$ cat config.mk
export PLATFORM = sky130hd
export DESIGN_NAME = gch_top
export DESIGN_NICKNAME = d
export VERILOG_FILES = /design/src/pkg/gch_pkg.sv /design/src/verilog/gch_gpio_bit.sv /design/src/verilog/gch_top.sv
export SDC_FILE = /design/constraint.sdc
export NUM_CORES = 1
export LEC_CHECK = 0
export BUFFER_PORTS_ARGS = -buffer_cell sky130_fd_sc_hd__buf_2
export CAP_MARGIN = 20
export CORE_MARGIN = 4
export CORE_UTILIZATION = 37
export CTS_BUF_LIST = sky130_fd_sc_hd__clkbuf_8
export DETAILED_ROUTE_END_ITERATION = 8
export PLACE_DENSITY = 0.72
export SLEW_MARGIN = 10
export SYNTH_ARGS = -nofsm -noshare
export SYNTH_HDL_FRONTEND = slang
export SYNTH_SLANG_ARGS = --single-unit
export TNS_END_PERCENT = 5
$ cat constraint.sdc
create_clock -name core_clk -period 6.05 [get_ports core_clk]
set_input_delay 1.815 -clock core_clk [delete_from_list [all_inputs] [get_ports core_clk]]
set_output_delay 1.815 -clock core_clk [all_outputs]
set_load 0.01 [all_outputs]
$ cat src/pkg/gch_pkg.sv
package gch_pkg;
   // ----------------------------------------
   // Sizes
   // ----------------------------------------
   localparam int NCH = 17;
   localparam int NGPIO = 2;
   localparam int NSRC = 8;
   localparam int AW = 11;
   localparam int DW = 8;
   localparam int SER_CW = 5;

   // ----------------------------------------
   // Timing
   // ----------------------------------------
   localparam int CLK_PERIOD_NS = 8;
   localparam int RST_TIME_NS = 2000;
   // Longest time, so the cycle count rounds down
   localparam int RST_CYC = RST_TIME_NS / CLK_PERIOD_NS;
   localparam int RST_CW = 8;
   // Hold state takes one edge and the count starts at zero, so the last count is two short
   localparam logic [RST_CW-1:0] RST_LAST = RST_CW'(RST_CYC - 2);

   // ----------------------------------------
   // Field positions and reset values
   // ----------------------------------------
   localparam int CH_MODE_POS = 0;
   localparam int CH_DRV_POS = 1;
   localparam int GPIO_DIR_POS = 0;
   localparam int GPIO_LVL_POS = 2;
   localparam logic [3:0] GPIO_RST = 4'h0;
   localparam int GCFG_INT_POS = 2;
   localparam int INT_LVL_BIT = 0;
   localparam int INT_PP_BIT = 1;

   // ----------------------------------------
   // Serial frame layout
   // ----------------------------------------
   localparam logic [SER_CW-1:0] SER_HDR_LAST = 5'h0F;
   localparam logic [SER_CW-1:0] SER_DAT_LAST = 5'h17;
   localparam int SER_RW_POS = 15;

   // ----------------------------------------
   // Types
   // ----------------------------------------
   typedef enum logic [1:0] {
      GCH_RS_HOLD = 2'b00,
      GCH_RS_SEQ = 2'b01,
      GCH_RS_RUN = 2'b11
   } gch_rst_e;
endpackage

$ cat src/verilog/gch_gpio_bit.sv
`timescale 1ns/1ns
module gch_gpio_bit (
   // Clock and reset
   input wire logic core_clk,
   input wire logic nrst,
   // Register side
   input wire logic wr,
   input wire logic wdir,
   input wire logic wlevel,
   output logic dir,
   output logic level_rd,
   // Pin
   input wire logic pin_in,
   output logic pin_out,
   output logic pin_oe
);
   import gch_pkg::*;

   logic lvl;
   logic pin_q;

   // Direction and level bits; 1 in dir means output
   always_ff @(posedge core_clk or negedge nrst) begin
      if (!nrst) begin
         dir <= GPIO_RST[GPIO_DIR_POS];
         lvl <= GPIO_RST[GPIO_LVL_POS];
      end else if (wr) begin
         dir <= wdir;   // see RQ5
         lvl <= wlevel;
      end
   end

   // Pin sample, so readback is a clean register
   always_ff @(posedge core_clk or negedge nrst) begin
      if (!nrst) begin
         pin_q <= 1'b0;
      end else begin
         pin_q <= pin_in;
      end
   end

   // Readback shows the pin when input, the stored level when output
   assign level_rd = dir ? lvl : pin_q;   // see RQ6
   assign pin_out = lvl;                  // see RQ7
   assign pin_oe = dir;                   // see RQ5

   a_gpio_in_level: assert property (@(posedge core_clk) disable iff (!nrst) // see RQ6
      (nrst && !dir && !wr) |=> (level_rd == $past(pin_in)))
      else $error("gpio input level not reported");
   a_gpio_out_drive: assert property (@(posedge core_clk) disable iff (!nrst) // see RQ7
      (wr && wdir) |=> (pin_oe && pin_out == $past(wlevel)))
      else $error("gpio output not driven to level");
endmodule

$ cat src/verilog/gch_top.sv
// What this block does
// RQ1: Driver enable high lets line drivers run; low forces all drivers off.
// RQ2: Driver enable touches only the drivers; everything else keeps running.
// RQ3: Mode-select enable open takes mode from hardware pin; low takes per-channel bit.
// RQ4: Hardware mode pin low means E1, open means T1/J1; ignored when enable low.
// RQ5: Each GPIO pin is input or output by its own direction bit.
// RQ6: An input GPIO reports its sensed level in its level bit.
// RQ7: An output GPIO drives the level held in its level bit.
// RQ8: Low reset pulse resets everything; reset sequence ends within 2 us.
// RQ9: Interrupt output asserts while any unmasked source is pending.
// RQ10: Two-bit config field picks interrupt driver type and active level.
// RQ11: Host access needs chip select low; activity with it high is ignored.
// RQ12: Host makes a new chip select fall for each access, held till done.
// RQ13: Parallel/serial strap: ground gives serial host port, supply gives parallel.
// RQ14: Serial uses select, clock, data in and out; parallel uses the bus pins.
// RQ15: Style strap ground gives data strobe with read/write, open gives two strobes.
// RQ16: Multiplex strap ground gives plain bus, open latches address from latch strobe.
// RQ17: Serial input is sampled on each rising edge of the host shift clock.
// RQ18: Interrupt output goes inactive once no unmasked source remains pending.
`timescale 1ns/1ns
module gch_top (
   // Clock and reset
   input wire logic core_clk,
   input wire logic nrst,
   // Line control
   input wire logic line_drv_enable,
   input wire logic hw_line_mode_select_enable,
   input wire logic hw_line_mode_pin,
   input wire logic [gch_pkg::NCH-1:0][7:0] channel_config_reg,
   output logic [gch_pkg::NCH-1:0] line_drv_on,
   output logic [gch_pkg::NCH-1:0] chan_e1_mode,
   output logic dev_ready,
   // General purpose pins
   input wire logic gpio_wr,
   input wire logic [3:0] gpio_wdata,
   output logic [3:0] gpio_rdata,
   input wire logic [gch_pkg::NGPIO-1:0] gpio_in,
   output logic [gch_pkg::NGPIO-1:0] gpio_out,
   output logic [gch_pkg::NGPIO-1:0] gpio_oe,
   // Interrupt
   input wire logic [7:0] global_config_reg,
   input wire logic [gch_pkg::NSRC-1:0] int_pending,
   input wire logic [gch_pkg::NSRC-1:0] int_mask,
   output logic irq_out,
   output logic irq_oe,
   // Host pins
   input wire logic cs_n,
   input wire logic ps_strap,
   input wire logic parallel_bus_style_strap,
   input wire logic bus_multiplex_strap,
   input wire logic host_pin_strobe,
   input wire logic host_serial_in,
   input wire logic addr_latch_strobe,
   input wire logic [gch_pkg::AW-1:0] host_addr_pin,
   input wire logic [gch_pkg::DW-1:0] host_data_in,
   output logic [gch_pkg::DW-1:0] host_data_out,
   output logic host_data_oe,
   output logic host_ack,
   output logic host_serial_out,
   // Host mode
   output logic host_is_parallel,
   output logic host_is_ds_style,
   output logic host_is_muxed,
   // Internal register access
   output logic host_rd,
   output logic host_wr,
   output logic [gch_pkg::AW-1:0] host_addr,
   output logic [gch_pkg::DW-1:0] host_wdata,
   input wire logic [gch_pkg::DW-1:0] host_rdata
);
   import gch_pkg::*;

   localparam int RST_BOUND = RST_CYC;

   gch_rst_e rst_state;
   logic [RST_CW-1:0] rst_cnt;
   logic irq_act;
   logic [1:0] int_cfg;
   logic cs_q;
   logic strobe_q;
   logic ale_q;
   logic armed;
   logic done;
   logic rd_d;
   logic [AW-1:0] mux_addr;
   logic par_rd_req;
   logic par_wr_req;
   logic ser_rise;
   logic ser_fall;
   logic [SER_CW-1:0] ser_cnt;
   logic [23:0] ser_sh;
   logic ser_rw;
   logic [DW-1:0] ser_out_sh;

   // ----------------------------------------
   // Reset sequence
   // ----------------------------------------

   // Counted wait after release; line drivers, interrupt request and host accesses stay off until it ends
   always_ff @(posedge core_clk or negedge nrst) begin
      if (!nrst) begin
         rst_state <= GCH_RS_HOLD;
         rst_cnt <= '0;
      end else begin
         unique case (rst_state)
            GCH_RS_HOLD: begin
               rst_state <= GCH_RS_SEQ;
               rst_cnt <= '0;
            end
            GCH_RS_SEQ: begin
               if (rst_cnt == RST_LAST) begin
                  rst_state <= GCH_RS_RUN;   // see RQ8
               end
               rst_cnt <= rst_cnt + 1'b1;
            end
            GCH_RS_RUN: begin
               rst_state <= GCH_RS_RUN;
            end
            default: begin
               rst_state <= GCH_RS_HOLD;
            end
         endcase
      end
   end

   assign dev_ready = (rst_state == GCH_RS_RUN);

   // Straps are caught while the sequence runs, never under the reset
   always_ff @(posedge core_clk or negedge nrst) begin
      if (!nrst) begin
         host_is_parallel <= 1'b0;
         host_is_ds_style <= 1'b0;
         host_is_muxed <= 1'b0;
      end else if (rst_state == GCH_RS_SEQ) begin
         host_is_parallel <= ps_strap;                      // see RQ13
         host_is_ds_style <= ps_strap & ~parallel_bus_style_strap; // see RQ15
         host_is_muxed <= ps_strap & bus_multiplex_strap;   // see RQ16
      end
   end

   a_rst_finish_time: assert property (@(posedge core_clk) disable iff (!nrst) // see RQ8
      nrst && !dev_ready |-> ##[1:RST_BOUND] dev_ready)   // Release edge not counted
      else $error("reset sequence longer than 2 us");

   // ----------------------------------------
   // Line drivers and line mode
   // ----------------------------------------

   // Pin override beats the per-channel enable; mode ignores the pin
   always_ff @(posedge core_clk or negedge nrst) begin
      if (!nrst) begin
         line_drv_on <= '0;
      end else begin
         for (int i = 0; i < NCH; i++) begin
            line_drv_on[i] <= dev_ready & line_drv_enable
               & channel_config_reg[i][CH_DRV_POS];   // see RQ1
         end
      end
   end

   // Mode follows pins or per-channel bits regardless of drivers
   always_ff @(posedge core_clk or negedge nrst) begin
      if (!nrst) begin
         chan_e1_mode <= '0;
      end else begin
         for (int i = 0; i < NCH; i++) begin
            chan_e1_mode[i] <= hw_line_mode_select_enable ? ~hw_line_mode_pin // see RQ4
               : channel_config_reg[i][CH_MODE_POS];                          // see RQ3
         end
      end
   end

   a_drv_forced_off: assert property (@(posedge core_clk) disable iff (!nrst) // see RQ1
      !line_drv_enable |=> (line_drv_on == '0))
      else $error("driver on while global enable low");
   a_drv_follow_cfg: assert property (@(posedge core_clk) disable iff (!nrst) // see RQ1
      (dev_ready && line_drv_enable && channel_config_reg[0][CH_DRV_POS]) |=> line_drv_on[0])
      else $error("driver not enabled");
   a_mode_hw_pin: assert property (@(posedge core_clk) disable iff (!nrst) // see RQ4
      hw_line_mode_select_enable |=> (chan_e1_mode == {NCH{$past(~hw_line_mode_pin)}}))
      else $error("hardware mode pin not applied");
   a_mode_per_chan: assert property (@(posedge core_clk) disable iff (!nrst) // see RQ3
      !hw_line_mode_select_enable |=> (chan_e1_mode[NCH-1] == $past(
         channel_config_reg[NCH-1][CH_MODE_POS])))
      else $error("per-channel mode bit not applied");
   a_mode_oe_free: assert property (@(posedge core_clk) disable iff (!nrst) // see RQ2
      (!line_drv_enable && hw_line_mode_select_enable) |=> (chan_e1_mode[0] == $past(~hw_line_mode_pin)))
      else $error("mode stalled by driver enable");

   // ----------------------------------------
   // General purpose pins
   // ----------------------------------------

   for (genvar g = 0; g < NGPIO; g++) begin : gen_gpio
      gch_gpio_bit u_bit (
         .core_clk(core_clk),
         .nrst(nrst),
         .wr(gpio_wr),
         .wdir(gpio_wdata[GPIO_DIR_POS + g]),
         .wlevel(gpio_wdata[GPIO_LVL_POS + g]),
         .dir(gpio_rdata[GPIO_DIR_POS + g]),   // see RQ5
         .level_rd(gpio_rdata[GPIO_LVL_POS + g]),
         .pin_in(gpio_in[g]),
         .pin_out(gpio_out[g]),
         .pin_oe(gpio_oe[g])
      );
   end

   // ----------------------------------------
   // Interrupt pin
   // ----------------------------------------

   // One shared request for all unmasked sources
   always_ff @(posedge core_clk or negedge nrst) begin
      if (!nrst) begin
         irq_act <= 1'b0;
      end else begin
         irq_act <= dev_ready & (|(int_pending & ~int_mask));   // see RQ9
      end
   end

   assign int_cfg = global_config_reg[GCFG_INT_POS +: 2];
   // Open drain only drives when active, so the pull sets the idle level
   assign irq_oe = int_cfg[INT_PP_BIT] | irq_act;               // see RQ10
   assign irq_out = irq_act ? int_cfg[INT_LVL_BIT] : ~int_cfg[INT_LVL_BIT]; // see RQ18

   a_irq_raise: assert property (@(posedge core_clk) disable iff (!nrst) // see RQ9
      (dev_ready && |(int_pending & ~int_mask)) |=> (irq_oe && irq_out == int_cfg[INT_LVL_BIT]))
      else $error("unmasked interrupt not signalled");
   a_irq_release: assert property (@(posedge core_clk) disable iff (!nrst) // see RQ18
      !(|(int_pending & ~int_mask)) |=> (irq_out != int_cfg[INT_LVL_BIT]
         && irq_oe == int_cfg[INT_PP_BIT]))
      else $error("interrupt stays active");

   // ----------------------------------------
   // Host pin decode
   // ----------------------------------------

   assign ser_rise = host_pin_strobe & ~strobe_q;   // see RQ17
   assign ser_fall = ~host_pin_strobe & strobe_q;
   // Strobe pin is data strobe or read strobe; input pin is read/write or write strobe
   assign par_rd_req = host_is_ds_style ? (~host_pin_strobe & host_serial_in)
      : ~host_pin_strobe;                                       // see RQ15
   assign par_wr_req = host_is_ds_style ? (~host_pin_strobe & ~host_serial_in)
      : ~host_serial_in;

   // Pin history for edge detection
   always_ff @(posedge core_clk or negedge nrst) begin
      if (!nrst) begin
         cs_q <= 1'b1;
         strobe_q <= 1'b1;   // Strobes idle high, so no false edge after reset
         ale_q <= 1'b0;
      end else begin
         cs_q <= cs_n;
         strobe_q <= host_pin_strobe;
         ale_q <= addr_latch_strobe;
      end
   end

   // Multiplexed address is taken on the latch strobe falling edge
   always_ff @(posedge core_clk or negedge nrst) begin
      if (!nrst) begin
         mux_addr <= '0;
      end else if (ale_q && !addr_latch_strobe) begin
         mux_addr <= {host_addr_pin[AW-1:DW], host_data_in};   // see RQ16
      end
   end

   // Serial shifter; frame is read flag, 4 spare, 11 address, 8 data
   always_ff @(posedge core_clk or negedge nrst) begin
      if (!nrst) begin
         ser_cnt <= '0;
         ser_sh <= '0;
         ser_rw <= 1'b0;
      end else if (cs_n || host_is_parallel) begin
         ser_cnt <= '0;                                  // see RQ11
      end else if (ser_rise && ser_cnt != SER_DAT_LAST + 1'b1) begin
         ser_sh <= {ser_sh[22:0], host_serial_in};       // see RQ17
         ser_cnt <= ser_cnt + 1'b1;
         if (ser_cnt == SER_HDR_LAST) begin
            ser_rw <= ser_sh[SER_RW_POS - 1];
         end
      end
   end

   // Read data leaves on falling shift clock edges, most significant first;
   // the first fall only presents the top bit, so a slow clock loses nothing
   always_ff @(posedge core_clk or negedge nrst) begin
      if (!nrst) begin
         ser_out_sh <= '0;
      end else if (rd_d && !host_is_parallel) begin
         ser_out_sh <= host_rdata;
      end else if (ser_fall && !cs_n && ser_cnt > SER_HDR_LAST + 1'b1) begin
         ser_out_sh <= {ser_out_sh[DW-2:0], 1'b0};
      end
   end

   assign host_serial_out = ser_out_sh[DW-1];   // see RQ14

   // ----------------------------------------
   // Access issue
   // ----------------------------------------

   // One access per chip select fall; a held select cannot repeat it
   always_ff @(posedge core_clk or negedge nrst) begin
      if (!nrst) begin
         armed <= 1'b0;
         done <= 1'b0;
         host_rd <= 1'b0;
         host_wr <= 1'b0;
         host_addr <= '0;
         host_wdata <= '0;
      end else begin
         host_rd <= 1'b0;
         host_wr <= 1'b0;
         if (cs_n || !dev_ready) begin
            armed <= 1'b0;                              // see RQ11
            done <= 1'b0;
         end else if (cs_q) begin
            armed <= 1'b1;                              // see RQ12
         end else if (armed && host_is_parallel && (par_rd_req || par_wr_req)) begin
            armed <= 1'b0;
            done <= 1'b1;
            host_rd <= par_rd_req;                       // see RQ14
            host_wr <= par_wr_req & ~par_rd_req;
            host_addr <= host_is_muxed ? mux_addr : host_addr_pin;
            host_wdata <= host_data_in;
         end else if (armed && !host_is_parallel && ser_rise) begin
            if (ser_cnt == SER_HDR_LAST && ser_sh[SER_RW_POS - 1]) begin
               armed <= 1'b0;
               done <= 1'b1;
               host_rd <= 1'b1;
               host_addr <= {ser_sh[AW-2:0], host_serial_in};
            end else if (ser_cnt == SER_HDR_LAST) begin
               host_addr <= {ser_sh[AW-2:0], host_serial_in};
            end else if (ser_cnt == SER_DAT_LAST && !ser_rw) begin
               armed <= 1'b0;
               done <= 1'b1;
               host_wr <= 1'b1;
               host_wdata <= {ser_sh[DW-2:0], host_serial_in};
            end
         end
      end
   end

   // Read data register and acknowledge
   always_ff @(posedge core_clk or negedge nrst) begin
      if (!nrst) begin
         rd_d <= 1'b0;
         host_data_out <= '0;
         host_ack <= 1'b0;
      end else begin
         rd_d <= host_rd;
         if (rd_d) begin
            host_data_out <= host_rdata;
         end
         host_ack <= done & ~rd_d & ~host_rd & ~cs_n;
      end
   end

   assign host_data_oe = host_is_parallel & ~cs_n & done & par_rd_req;

   a_cs_ignore: assert property (@(posedge core_clk) disable iff (!nrst) // see RQ11
      cs_n |=> (!host_rd && !host_wr && !host_ack))
      else $error("access taken with chip select high");
endmodule
* Yosys cells after proc, flatten, opt, wreduce, memory -nomap -nowiden
Cells that the tools add are included.
Word-level totals: register bits 130, output and inout bits 80, input port bits 206
Cells by class: bitwise operators 48, $add $sub $neg 2, reductions and logical operators 37, multiplexer cells 65, equal/unequal tests 12, order comparisons 1
Operators with widths (count):
- 8-bit 2-to-1 mux | 7
- 11-bit 2-to-1 mux | 5
- 1-bit 2-to-1 mux | 48
- 1-bit AND | 32
- 8-bit case mux with 2 select lines | 1
- 1-bit NOT | 13
- 1-bit logical AND | 11
- 5-bit 2-to-1 mux | 2
- 2-bit nonzero test | 5
- 8-bit by 1-bit adder with 8-bit output, second input constant | 1
- 8-bit AND | 1
- 8-bit == test, second input constant | 1
- 8-bit NOT | 1
- 4-bit AND reduction | 2
- 4-bit nonzero test | 2
- 8-bit OR reduction | 1
- 2-bit case mux with 3 select lines | 1
- 3-bit AND reduction | 2
- 6-bit AND reduction | 1
- 3-bit nonzero test | 2
- 5-bit by 1-bit adder with 5-bit output, second input constant | 1
- 5-bit by 4-bit == test with 1-bit output, second input constant | 1
- 5-bit == test, second input constant | 1
- 5-bit > comparator, second input constant | 1
- 14 further kinds | 22

* Logic depth before layout (Yosys ltp)
Gate-level depths: netlist of run 1.
depth after elaboration 9, mapped depth 8, depth with buffers taken out 7

* Cells and area by module
From an unflattened synthesis of run 1, not the netlist that was laid out.
Unflattened totals: cell total of the unflattened synthesis 439, area total of the unflattened synthesis 5655.4 µm²
Modules (own cells, without submodules):
- gch_top | instances 1, area each 5422.7 µm², cells an instance 425, seq. area each 3105.5 µm²
- gch_gpio_bit | instances 2, area each 116.4 µm², cells an instance 7, seq. area each 75.1 µm²

* Worst setup path after synthesis of run 1
OpenSTA, ideal clock, no wires.
path kind input to output, start input host_serial_in, end output host_data_oe, path slack 1.844 ns, data required time 4.235 ns, buffers on the path 0, data arrival time 2.391 ns, stages 3, cell sequence and2b_1 nor3b_1 and3b_1
On the way: longest elaborated chain between the ends 3
RTL lines:
- from (decl) | line gch_top.sv:52 | input wire logic host_serial_in,
- 1-bit AND | line gch_top.sv:242 | assign par_rd_req = host_is_ds_style ? (~host_pin_strobe & host_serial_in)
- 1-bit 2-to-1 mux | line gch_top.sv:242
- 1-bit AND | line gch_top.sv:361 | assign host_data_oe = host_is_parallel & ~cs_n & done & par_rd_req;
- to (decl) | line gch_top.sv:57 | output logic host_data_oe,
No other way between the ends.

* Final worst setup path of run 1
Same ends and word-level chain as after synthesis.

==> results of run 1 <==
placed cells by master, fill, tap and decap left out, types with 10 or more instances in the layout:
cell	instances
buf_2	176
dfrtp_1	128
inv_1	36
clkbuf_8	21
mux2_2	72
mux2_4	20
o21ai_0	33
nor2_1	10
and2_1	19
nand2_1	24
cell type report:
cell class | instances | share of cell area [%]
clock inverters | 11 | 1.084
multi-input cells | 257 | 30.60
inverters | 31 | 1.652
flip-flops and latches | 130 | 46.23
repair buffers | 180 | 12.99
clock buffers | 21 | 4.104
well taps | 188 | 3.340
flip-flops by register name, indices dropped and copies added, names as in the netlist, 2 cells and up:
signal                  cells
chan_e1_mode               17
line_drv_on                17
ser_sh                     15
host_addr                  11
mux_addr                   11
host_data_out               8
host_wdata                  8
rst_cnt                     8
ser_out_sh                  8
ser_cnt                     5
gen_gpio.u_bit.dir          2
gen_gpio.u_bit.pin_out      2
gen_gpio.u_bit.pin_q        2
rst_state                   2
how the worst max path moves through the flow:
stage                   startpoint      endpoint  slack (ps)  cells past startpoint
floorplan           host_serial_in  host_data_oe        1840                      3
CTS                 host_serial_in  host_data_oe        1420                      5
global placement    host_serial_in  host_data_oe        1420                      5
detailed placement  host_serial_in  host_data_oe        1420                      5
global route        host_serial_in  host_data_oe        1380                      5
finish              host_serial_in  host_data_oe        1470                      5
per-stage QoR:
step                      area [µm²]  util, %  std cells
after detailed placement        6669    44.03        785
after global routing            7042    46.49        818
final                           7042    46.49        818
after global placement          6669    44.03        785
after floorplan                 5698        -        443
after CTS                       7034    46.44        817
worst max-delay path, cell delays in order:
cell	delay (ps)
buf_2	180
and2b_1	200
nor3b_1	250
and3b_1	200
buf_2	130
power breakdown:
part           switching [mW]  internal, mW
registers              0.0245         0.907
logic                  0.0750        0.0956
clock network           0.317         0.358
total                   0.417          1.36
cell families (layout without fill, tap and decap cells):
| logic type | after synthesis | count (layout) | synth area share, % |
|---|---|---|---|
| fa+ha+maj | 5 | 5 | 1.098 |
| flops | 130 | 130 | 57.14 |
| simple gates | 92 | 92 | 9.003 |
| buf+inv | 56 | 243 | 5.050 |
| compound gates | 57 | 57 | 6.368 |
| xor+xnor | 4 | 4 | 0.6150 |
| mux | 99 | 99 | 20.73 |
routing by layer:
metal / up-vias / track usage [%] / routed length [µm]
met5: - / 0 / 21
met4: 4 / 4.901 / 174
met3: 18 / 7.481 / 1176
met2: 130 / 24.00 / 6002
met1: 1883 / 18.63 / 5329
li1: 1862 / - / -
==> flow_metrics.env, run 1 <==
export IMPL_outcome="finished, final reports clean"
export IMPL_r2r_start="rst_state[1]$_DFFE_PN0P_"
export IMPL_fin_hold_ws_ps=415.8
export IMPL_io_buffers=177
export IMPL_ff2ff_path_depth=4
export IMPL_core_area_um2=15150
export IMPL_fin_skew_ps=11.79
export IMPL_hold_depth=0
export IMPL_final_layout_size_suffix_gt1_share_pct=49.68
export IMPL_total_power_mw=1.777
export IMPL_synth_largest_area_cell="dfrtp_1"
export IMPL_syn_inst=443
export IMPL_worstPathRequired_ps=4240
export IMPL_yosysTopAreaCellShare_pct=56.21
export IMPL_syn_avg_cell_area_um2=12.86
export IMPL_syn_area_um2=5698
export IMPL_synth_nets=654
export IMPL_ir_drop_mv=0.1727
export IMPL_cts_sinks=130
export IMPL_post_cts_resized=0
export IMPL_fp_row_count=45
export IMPL_io_pin_count=286
export IMPL_first_pass_iters=4
export IMPL_multi_input_comb_area_um2=2155
export IMPL_yosysMostFrequentCell="dfrtp_1"
export IMPL_ys_seq_area_share_pct=57.14
export IMPL_min_period_over_period_pct=75.78
export IMPL_hold_viol=0
export IMPL_cts_tree="done"
export IMPL_endpoint_kind="output pin"
export IMPL_synth_area_leaders="dfrtp_1 (56%), mux2_2 (14%), mux2_4 (5.3%)"
export IMPL_worst_slew_pin_slew_ps=1028
export IMPL_insertion_delay_ps=440
export IMPL_gr_total_overflow=0
export IMPL_gp_congestion=0.7848
export IMPL_ys_ff_latch=130
export IMPL_relSlewSlack_pct=31.44
export IMPL_cts_htree_levels=4
export IMPL_synthFlopType="dfrtp_1"
export IMPL_grt_usage_pct=15.32
export IMPL_clkTransAtPathRegs_ps=70
export IMPL_critPathKind="primary input to output pin"
export IMPL_post_cts_setup_buffer_count=0
export IMPL_grt_max_degree=96
export IMPL_cts_buffers=17
export IMPL_grt_pass1_vias=4143
export IMPL_fill_cells=1387
export IMPL_drv_slew=0
export IMPL_whs_endpoint="rd_d$_DFF_PN0_"
export IMPL_root_buffer="clkbuf_8"
export IMPL_num_antenna_cells=0
export IMPL_yosys_warnings=0
export IMPL_wl_per_cell_um=15.53
export IMPL_r2r_end="host_addr[1]$_DFFE_PN0P_"
export IMPL_worstHoldPathType="register to register"
export IMPL_layout_min_cycle_time_ps=4585
export IMPL_cts_hold_fix_buffers=0
export IMPL_leakagePower_nw=3.680
export IMPL_dieArea_um2=17450
export IMPL_place_ws_ps=1419
export IMPL_drt_total_wl_um=12700
export IMPL_cp_start_kind="primary input"
export IMPL_hp_start="host_rd$_DFF_PN0_"
export IMPL_drc=0
export IMPL_die_h_um=132.1
export IMPL_synth_enable_flop_cells=0
export IMPL_final_nets=828
export IMPL_async_flop_share_pct=100.0
export IMPL_fmax_mhz=218.1
export IMPL_route_vias_total=3897
export IMPL_fp_dieW_um=132.1
export IMPL_worst_slack_ps=1465
export IMPL_rsz0062_at_grt="no"
export IMPL_synthTopCellsByCount="dfrtp_1 (128), mux2_2 (72), o21ai_0 (33)"
export IMPL_ys_types=51
export IMPL_fin_setup_tns_ps=0
export IMPL_r2r_slack_ps=3500
export IMPL_dpl_hpwl_um=9420
export IMPL_avgViaCountPerCell=4.764
export IMPL_drtIter0Drc=100
export IMPL_critPathMaxFanout=5
export IMPL_drtAntennaViolNets=0
export IMPL_register_area_um2=3256
export IMPL_power_per_cell_area_nw_per_um2=252.4
export IMPL_antenna_found_initial=2
export IMPL_start_util_pct=37.62
export IMPL_area_growth_synth_to_final_pct=23.58
export IMPL_clock_path_buffers=2
export IMPL_finalSetupViolCount=0
export IMPL_grt_pass1_wl_um=21380
export IMPL_maxCapViolCount=0
export IMPL_crit_arrival_ps=2770
Power figures use the tool's default switching activity.
==> run 2, diff against run 1 <==
PLACE_DENSITY = 0.75   (was 0.72)
clock period = 3.97 ns   (was 6.05 ns; I/O delays follow)
==> flow_metrics.env, run 2 (synthesis gave the netlist of run 1 again) <==
export IMPL_finalSetupViolCount=0
export IMPL_worstHoldPathType="register to register"
export IMPL_critPathKind="primary input to output pin"
export IMPL_fin_skew_ps=13.53
export IMPL_final_cell_mix="buf_2 (176), dfrtp_1 (128), mux2_2 (72)"
export IMPL_critPathMaxStageDelay_ps=230
export IMPL_leakagePower_nw=3.714
export IMPL_rsz0062_at_grt="no"
export IMPL_endpoint_kind="output pin"
export IMPL_dpl_hpwl_um=9474
export IMPL_post_cts_resized=0
export IMPL_cp_num_cells=5
export IMPL_grt_pass1_wl_um=21180
export IMPL_crit_family="simple AND/OR/NAND/NOR gates"
export IMPL_cts_buffers=17
export IMPL_drv_slew=0
export IMPL_clkTransAtPathRegs_ps=70
export IMPL_route_vias_total=3939
export IMPL_total_power_mw=2.998
export IMPL_cts_htree_levels=4
export IMPL_fin_hold_ws_ps=418.4
export IMPL_first_pass_iters=4
export IMPL_grt_pass1_vias=4226
export IMPL_fmax_mhz=301.4
export IMPL_crit_slowest_cell="nor3b_1"
export IMPL_hold_viol=0
export IMPL_wl_per_cell_um=15.54
export IMPL_drtAntennaViolNets=0
export IMPL_grt_max_degree=102
export IMPL_gr_total_overflow=0
export IMPL_clock_path_buffers=2
export IMPL_p_int_mw=2.310
export IMPL_finalNonFillerCells=821
export IMPL_io_buffers=177
export IMPL_dieArea_um2=17450
export IMPL_power_frac_seq_pct=47.3
export IMPL_cts_sinks=130
export IMPL_cts_tree="done"
export IMPL_crit_chain="buf_2 > and2b_1 > nor3b_1 > and3b_1 > buf_2"
export IMPL_critPathMaxFanout=5
export IMPL_cts_hold_fix_buffers=0
export IMPL_grt_usage_pct=15.16
export IMPL_cp_start_kind="primary input"
export IMPL_ir_drop_mv=0.2013
export IMPL_dpl_cell_area_um2=6684
export IMPL_gp_congestion=0.7793
export IMPL_dp_cells=787
export IMPL_power_frac_comb_pct=8.7
export IMPL_drtIter0Drc=78
export IMPL_worst_slew_pin_slew_ps=994.3
export IMPL_crit_buf_inv=2
export IMPL_p_clk_share_pct=44.0
export IMPL_path_common_cell="buf_2"
export IMPL_fin_setup_tns_ps=0
export IMPL_area_growth_synth_to_final_pct=25.69
export IMPL_final_layout_size_suffix_gt1_share_pct=50.63
export IMPL_io_pin_count=286
export IMPL_fp_row_count=45
export IMPL_drt_total_wl_um=12760
export IMPL_final_common_cell="buf_2"
export IMPL_ff2ff_path_depth=7
export IMPL_post_route_util_pct=47.29
export IMPL_crit_arrival_ps=2130
export IMPL_hold_depth=0
export IMPL_fp_dieW_um=132.1
export IMPL_post_cts_setup_buffer_count=0
export IMPL_drc=0
export IMPL_fin_area_um2=7162
export IMPL_die_h_um=132.1
export IMPL_switchingPower_uw=688.0
export IMPL_core_area_um2=15150
export IMPL_min_period_over_period_pct=83.57
export IMPL_fill_cells=1390
export IMPL_final_nets=830
export IMPL_avgViaCountPerCell=4.798
export IMPL_maxCapViolCount=0
export IMPL_antenna_found_initial=1
export IMPL_layout_min_cycle_time_ps=3318
export IMPL_switching_share_pct=22.95
export IMPL_insertion_delay_ps=440
export IMPL_outcome="finished, final reports clean"
export IMPL_power_per_cell_area_nw_per_um2=418.6
export IMPL_place_ws_ps=626.6
export IMPL_reg_top3="chan_e1_mode x17, line_drv_on x17, ser_sh x15"
export IMPL_worstPathRequired_ps=2780
export IMPL_relSlewSlack_pct=33.58
export IMPL_start_util_pct=37.62
export IMPL_root_buffer="clkbuf_8"
export IMPL_worst_slack_ps=652.4
## run 2: final cells by class
class | instances | area [µm²] | share of cell area [%]
Timing Repair Buffer | 182 | 929.6 | 12.98
Clock buffer | 19 | 261.5 | 3.651
Clock inverter | 13 | 206.4 | 2.883
Tap cell | 188 | 235.2 | 3.284
Antenna cell | 1 | 2.502 | 0.03494
Inverter | 31 | 116.4 | 1.625
Sequential cell | 130 | 3256 | 45.46
Multi-Input combinational cell | 257 | 2155 | 30.08
## run 2: path summary, 6_finish.rpt
check	from	end	slack [ps]
max	host_serial_in	host_data_oe	650
max reg2reg	ser_cnt[0]$_DFFE_PN0P_	host_wdata[2]$_DFFE_PN0P_	1360
max in group asynchronous	nrst	chan_e1_mode[16]$_DFF_PN0_	2290
min	host_rd$_DFF_PN0_	rd_d$_DFF_PN0_	420
min reg2reg	host_rd$_DFF_PN0_	rd_d$_DFF_PN0_	420
min in group asynchronous	nrst	ser_out_sh[7]$_DFFE_PN0P_	860
## run 2: power groups by stage
stage	Clock (mW)	Combinational, mW	Sequential [mW]
after floorplan	0	0.144	1.44
after global placement	0	0.255	1.44
after detailed placement	0	0.265	1.45
after CTS	1.37	0.266	1.42
after global routing	1.42	0.291	1.43
final	1.32	0.260	1.42
## run 2: routing by layer
layer	track usage (%)	vias to the layer above	part of all wire [%]
li1	-	1868	-
met1	18.19	1912	42
met2	24.52	136	48
met3	6.374	21	8.4
met4	5.484	2	1.6
met5	0	-	0.13
==> run 3, diff against run 2 <==
PLACE_DENSITY = 0.72   (was 0.75)
clock period = 3.3 ns   (was 3.97 ns; I/O delays follow)
==> flow_metrics.env, run 3 (synthesis gave the netlist of run 1 again) <==
export IMPL_rsz0062_at_grt="no"
export IMPL_grt_usage_pct=15.18
export IMPL_layout_min_cycle_time_ps=2863
export IMPL_fin_skew_ps=12.69
export IMPL_r2r_start="ser_cnt[0]$_DFFE_PN0P_"
export IMPL_io_pin_count=286
export IMPL_endpoint_kind="output pin"
export IMPL_maxCapViolCount=0
export IMPL_drtIter0Drc=91
export IMPL_r2r_end="host_wdata[2]$_DFFE_PN0P_"
export IMPL_antenna_found_initial=2
export IMPL_core_area_um2=15150
export IMPL_outcome="finished, final reports clean"
export IMPL_cts_sinks=130
export IMPL_clock_path_buffers=2
export IMPL_post_cts_resized=0
export IMPL_fin_setup_tns_ps=0
export IMPL_grt_pass1_vias=4260
export IMPL_crit_arrival_ps=1870
export IMPL_wl_per_cell_um=15.52
export IMPL_cts_buffers=17
export IMPL_cts_tree="done"
export IMPL_crit_chain="buf_2 > and2b_1 > nor3b_1 > and3b_1 > buf_2"
export IMPL_power_per_cell_area_nw_per_um2=501.2
export IMPL_first_pass_iters=4
export IMPL_start_util_pct=37.62
export IMPL_min_period_over_period_pct=86.76
export IMPL_dieArea_um2=17450
export IMPL_cts_hold_fix_buffers=0
export IMPL_post_cts_setup_buffer_count=0
export IMPL_cp_start_kind="primary input"
export IMPL_switchingPower_uw=823.1
export IMPL_multi_input_comb_area_um2=2155
export IMPL_clkTransAtPathRegs_ps=80
export IMPL_cts_htree_levels=4
export IMPL_fill_cells=1362
export IMPL_area_growth_synth_to_final_pct=26.20
export IMPL_io_buffers=177
export IMPL_drc=0
export IMPL_drtAntennaViolNets=0
export IMPL_path_common_cell="buf_2"
export IMPL_fp_row_count=45
export IMPL_route_vias_total=3977
export IMPL_worst_slew_pin_slew_ps=628.1
export IMPL_p_clk_share_pct=43.8
export IMPL_worstPathRequired_ps=2310
export IMPL_gp_congestion=0.7804
export IMPL_leakagePower_nw=3.727
export IMPL_drv_slew=0
export IMPL_die_h_um=132.1
export IMPL_gr_total_overflow=0
export IMPL_power_frac_seq_pct=47.4
export IMPL_r2r_slack_ps=730
export IMPL_insertion_delay_ps=440
export IMPL_final_nets=832
export IMPL_fin_hold_ws_ps=430.4
export IMPL_ir_drop_mv=0.3966
export IMPL_grt_pass1_wl_um=21230
export IMPL_finalSetupViolCount=0
export IMPL_reg_top3="chan_e1_mode x17, line_drv_on x17, ser_sh x15"
export IMPL_root_buffer="clkbuf_8"
export IMPL_register_area_um2=3256
export IMPL_critPathKind="primary input to output pin"
export IMPL_power_frac_comb_pct=8.7
export IMPL_fmax_mhz=349.3
export IMPL_p_int_mw=2.781
export IMPL_final_common_cell="buf_2"
export IMPL_critPathMaxStageDelay_ps=250
export IMPL_worstHoldPathType="register to register"
export IMPL_final_layout_size_suffix_gt1_share_pct=50.63
export IMPL_critPathMaxFanout=2
export IMPL_crit_slowest_cell="nor3b_1"
export IMPL_crit_start="host_serial_in"
export IMPL_fp_dieW_um=132.1
export IMPL_avgViaCountPerCell=4.832
export IMPL_switching_share_pct=22.84
export IMPL_final_cell_mix="buf_2 (176), dfrtp_1 (128), mux2_2 (72)"
export IMPL_hold_viol=0
export IMPL_relSlewSlack_pct=58.13
export IMPL_crit_end="host_data_oe"
export IMPL_dpl_hpwl_um=9655
export IMPL_drt_total_wl_um=12780
export IMPL_grt_max_degree=69
export IMPL_ff2ff_path_depth=7
## run 3: stage by stage
step	instance area (µm²)	std cells	setup WS [ps]	total power, mW	utilization (%)
final	7191	823	436.8	3.604	47.48
after global placement	6719	790	410.7	2.046	44.36
after CTS	7188	822	411.9	3.664	47.46
after floorplan	5698	443	744.4	1.908	-
after global routing	7188	822	344.8	3.783	47.46
after detailed placement	6719	790	416.8	2.064	44.36
## run 3: area by class of cell
| cell class | instances | area share (%) |
|---|---|---|
| Tap cell | 188 | 3.271 |
| Clock buffer | 19 | 3.637 |
| Sequential cell | 130 | 45.28 |
| Clock inverter | 13 | 2.888 |
| Inverter | 31 | 1.618 |
| Multi-Input combinational cell | 257 | 29.96 |
| Antenna cell | 1 | 0.03480 |
| Timing Repair Buffer | 184 | 13.31 |
## run 3: how the worst min path moves through the flow
| stage | cells past startpoint | start | endpoint | slack, ps |
|---|---|---|---|---|
| floorplan | 0 | host_rd$_DFF_PN0_ | rd_d$_DFF_PN0_ | 440 |
| global placement | 0 | host_rd$_DFF_PN0_ | rd_d$_DFF_PN0_ | 400 |
| detailed placement | 0 | host_rd$_DFF_PN0_ | rd_d$_DFF_PN0_ | 420 |
| CTS | 0 | host_rd$_DFF_PN0_ | rd_d$_DFF_PN0_ | 430 |
| global route | 0 | host_rd$_DFF_PN0_ | rd_d$_DFF_PN0_ | 450 |
| finish | 0 | host_rd$_DFF_PN0_ | rd_d$_DFF_PN0_ | 430 |
## run 3: power by group through the flow
stage	Sequential, mW	Clock, mW	Combinational [mW]
2_1_floorplan	1.73	0	0.173
5_1_grt	1.72	1.71	0.352
4_1_cts	1.71	1.63	0.323
3_3_place_gp	1.74	0	0.309
3_5_place_dp	1.74	0	0.322
6_report	1.71	1.58	0.315
## run 3: layer usage
layer | wire length [µm] | part of all wire (%) | track usage, %
met2 | 6215 | 49 | 25.17
met4 | 165 | 1.3 | 4.959
met1 | 5347 | 42 | 17.96
met5 | 25 | 0.20 | 0
met3 | 1023 | 8.0 | 6.298
## run 3: critical path, delay by kind of cell
family	cells	cell delay, ps
buffers and inverters	2	240
and+or+nand+nor	3	640
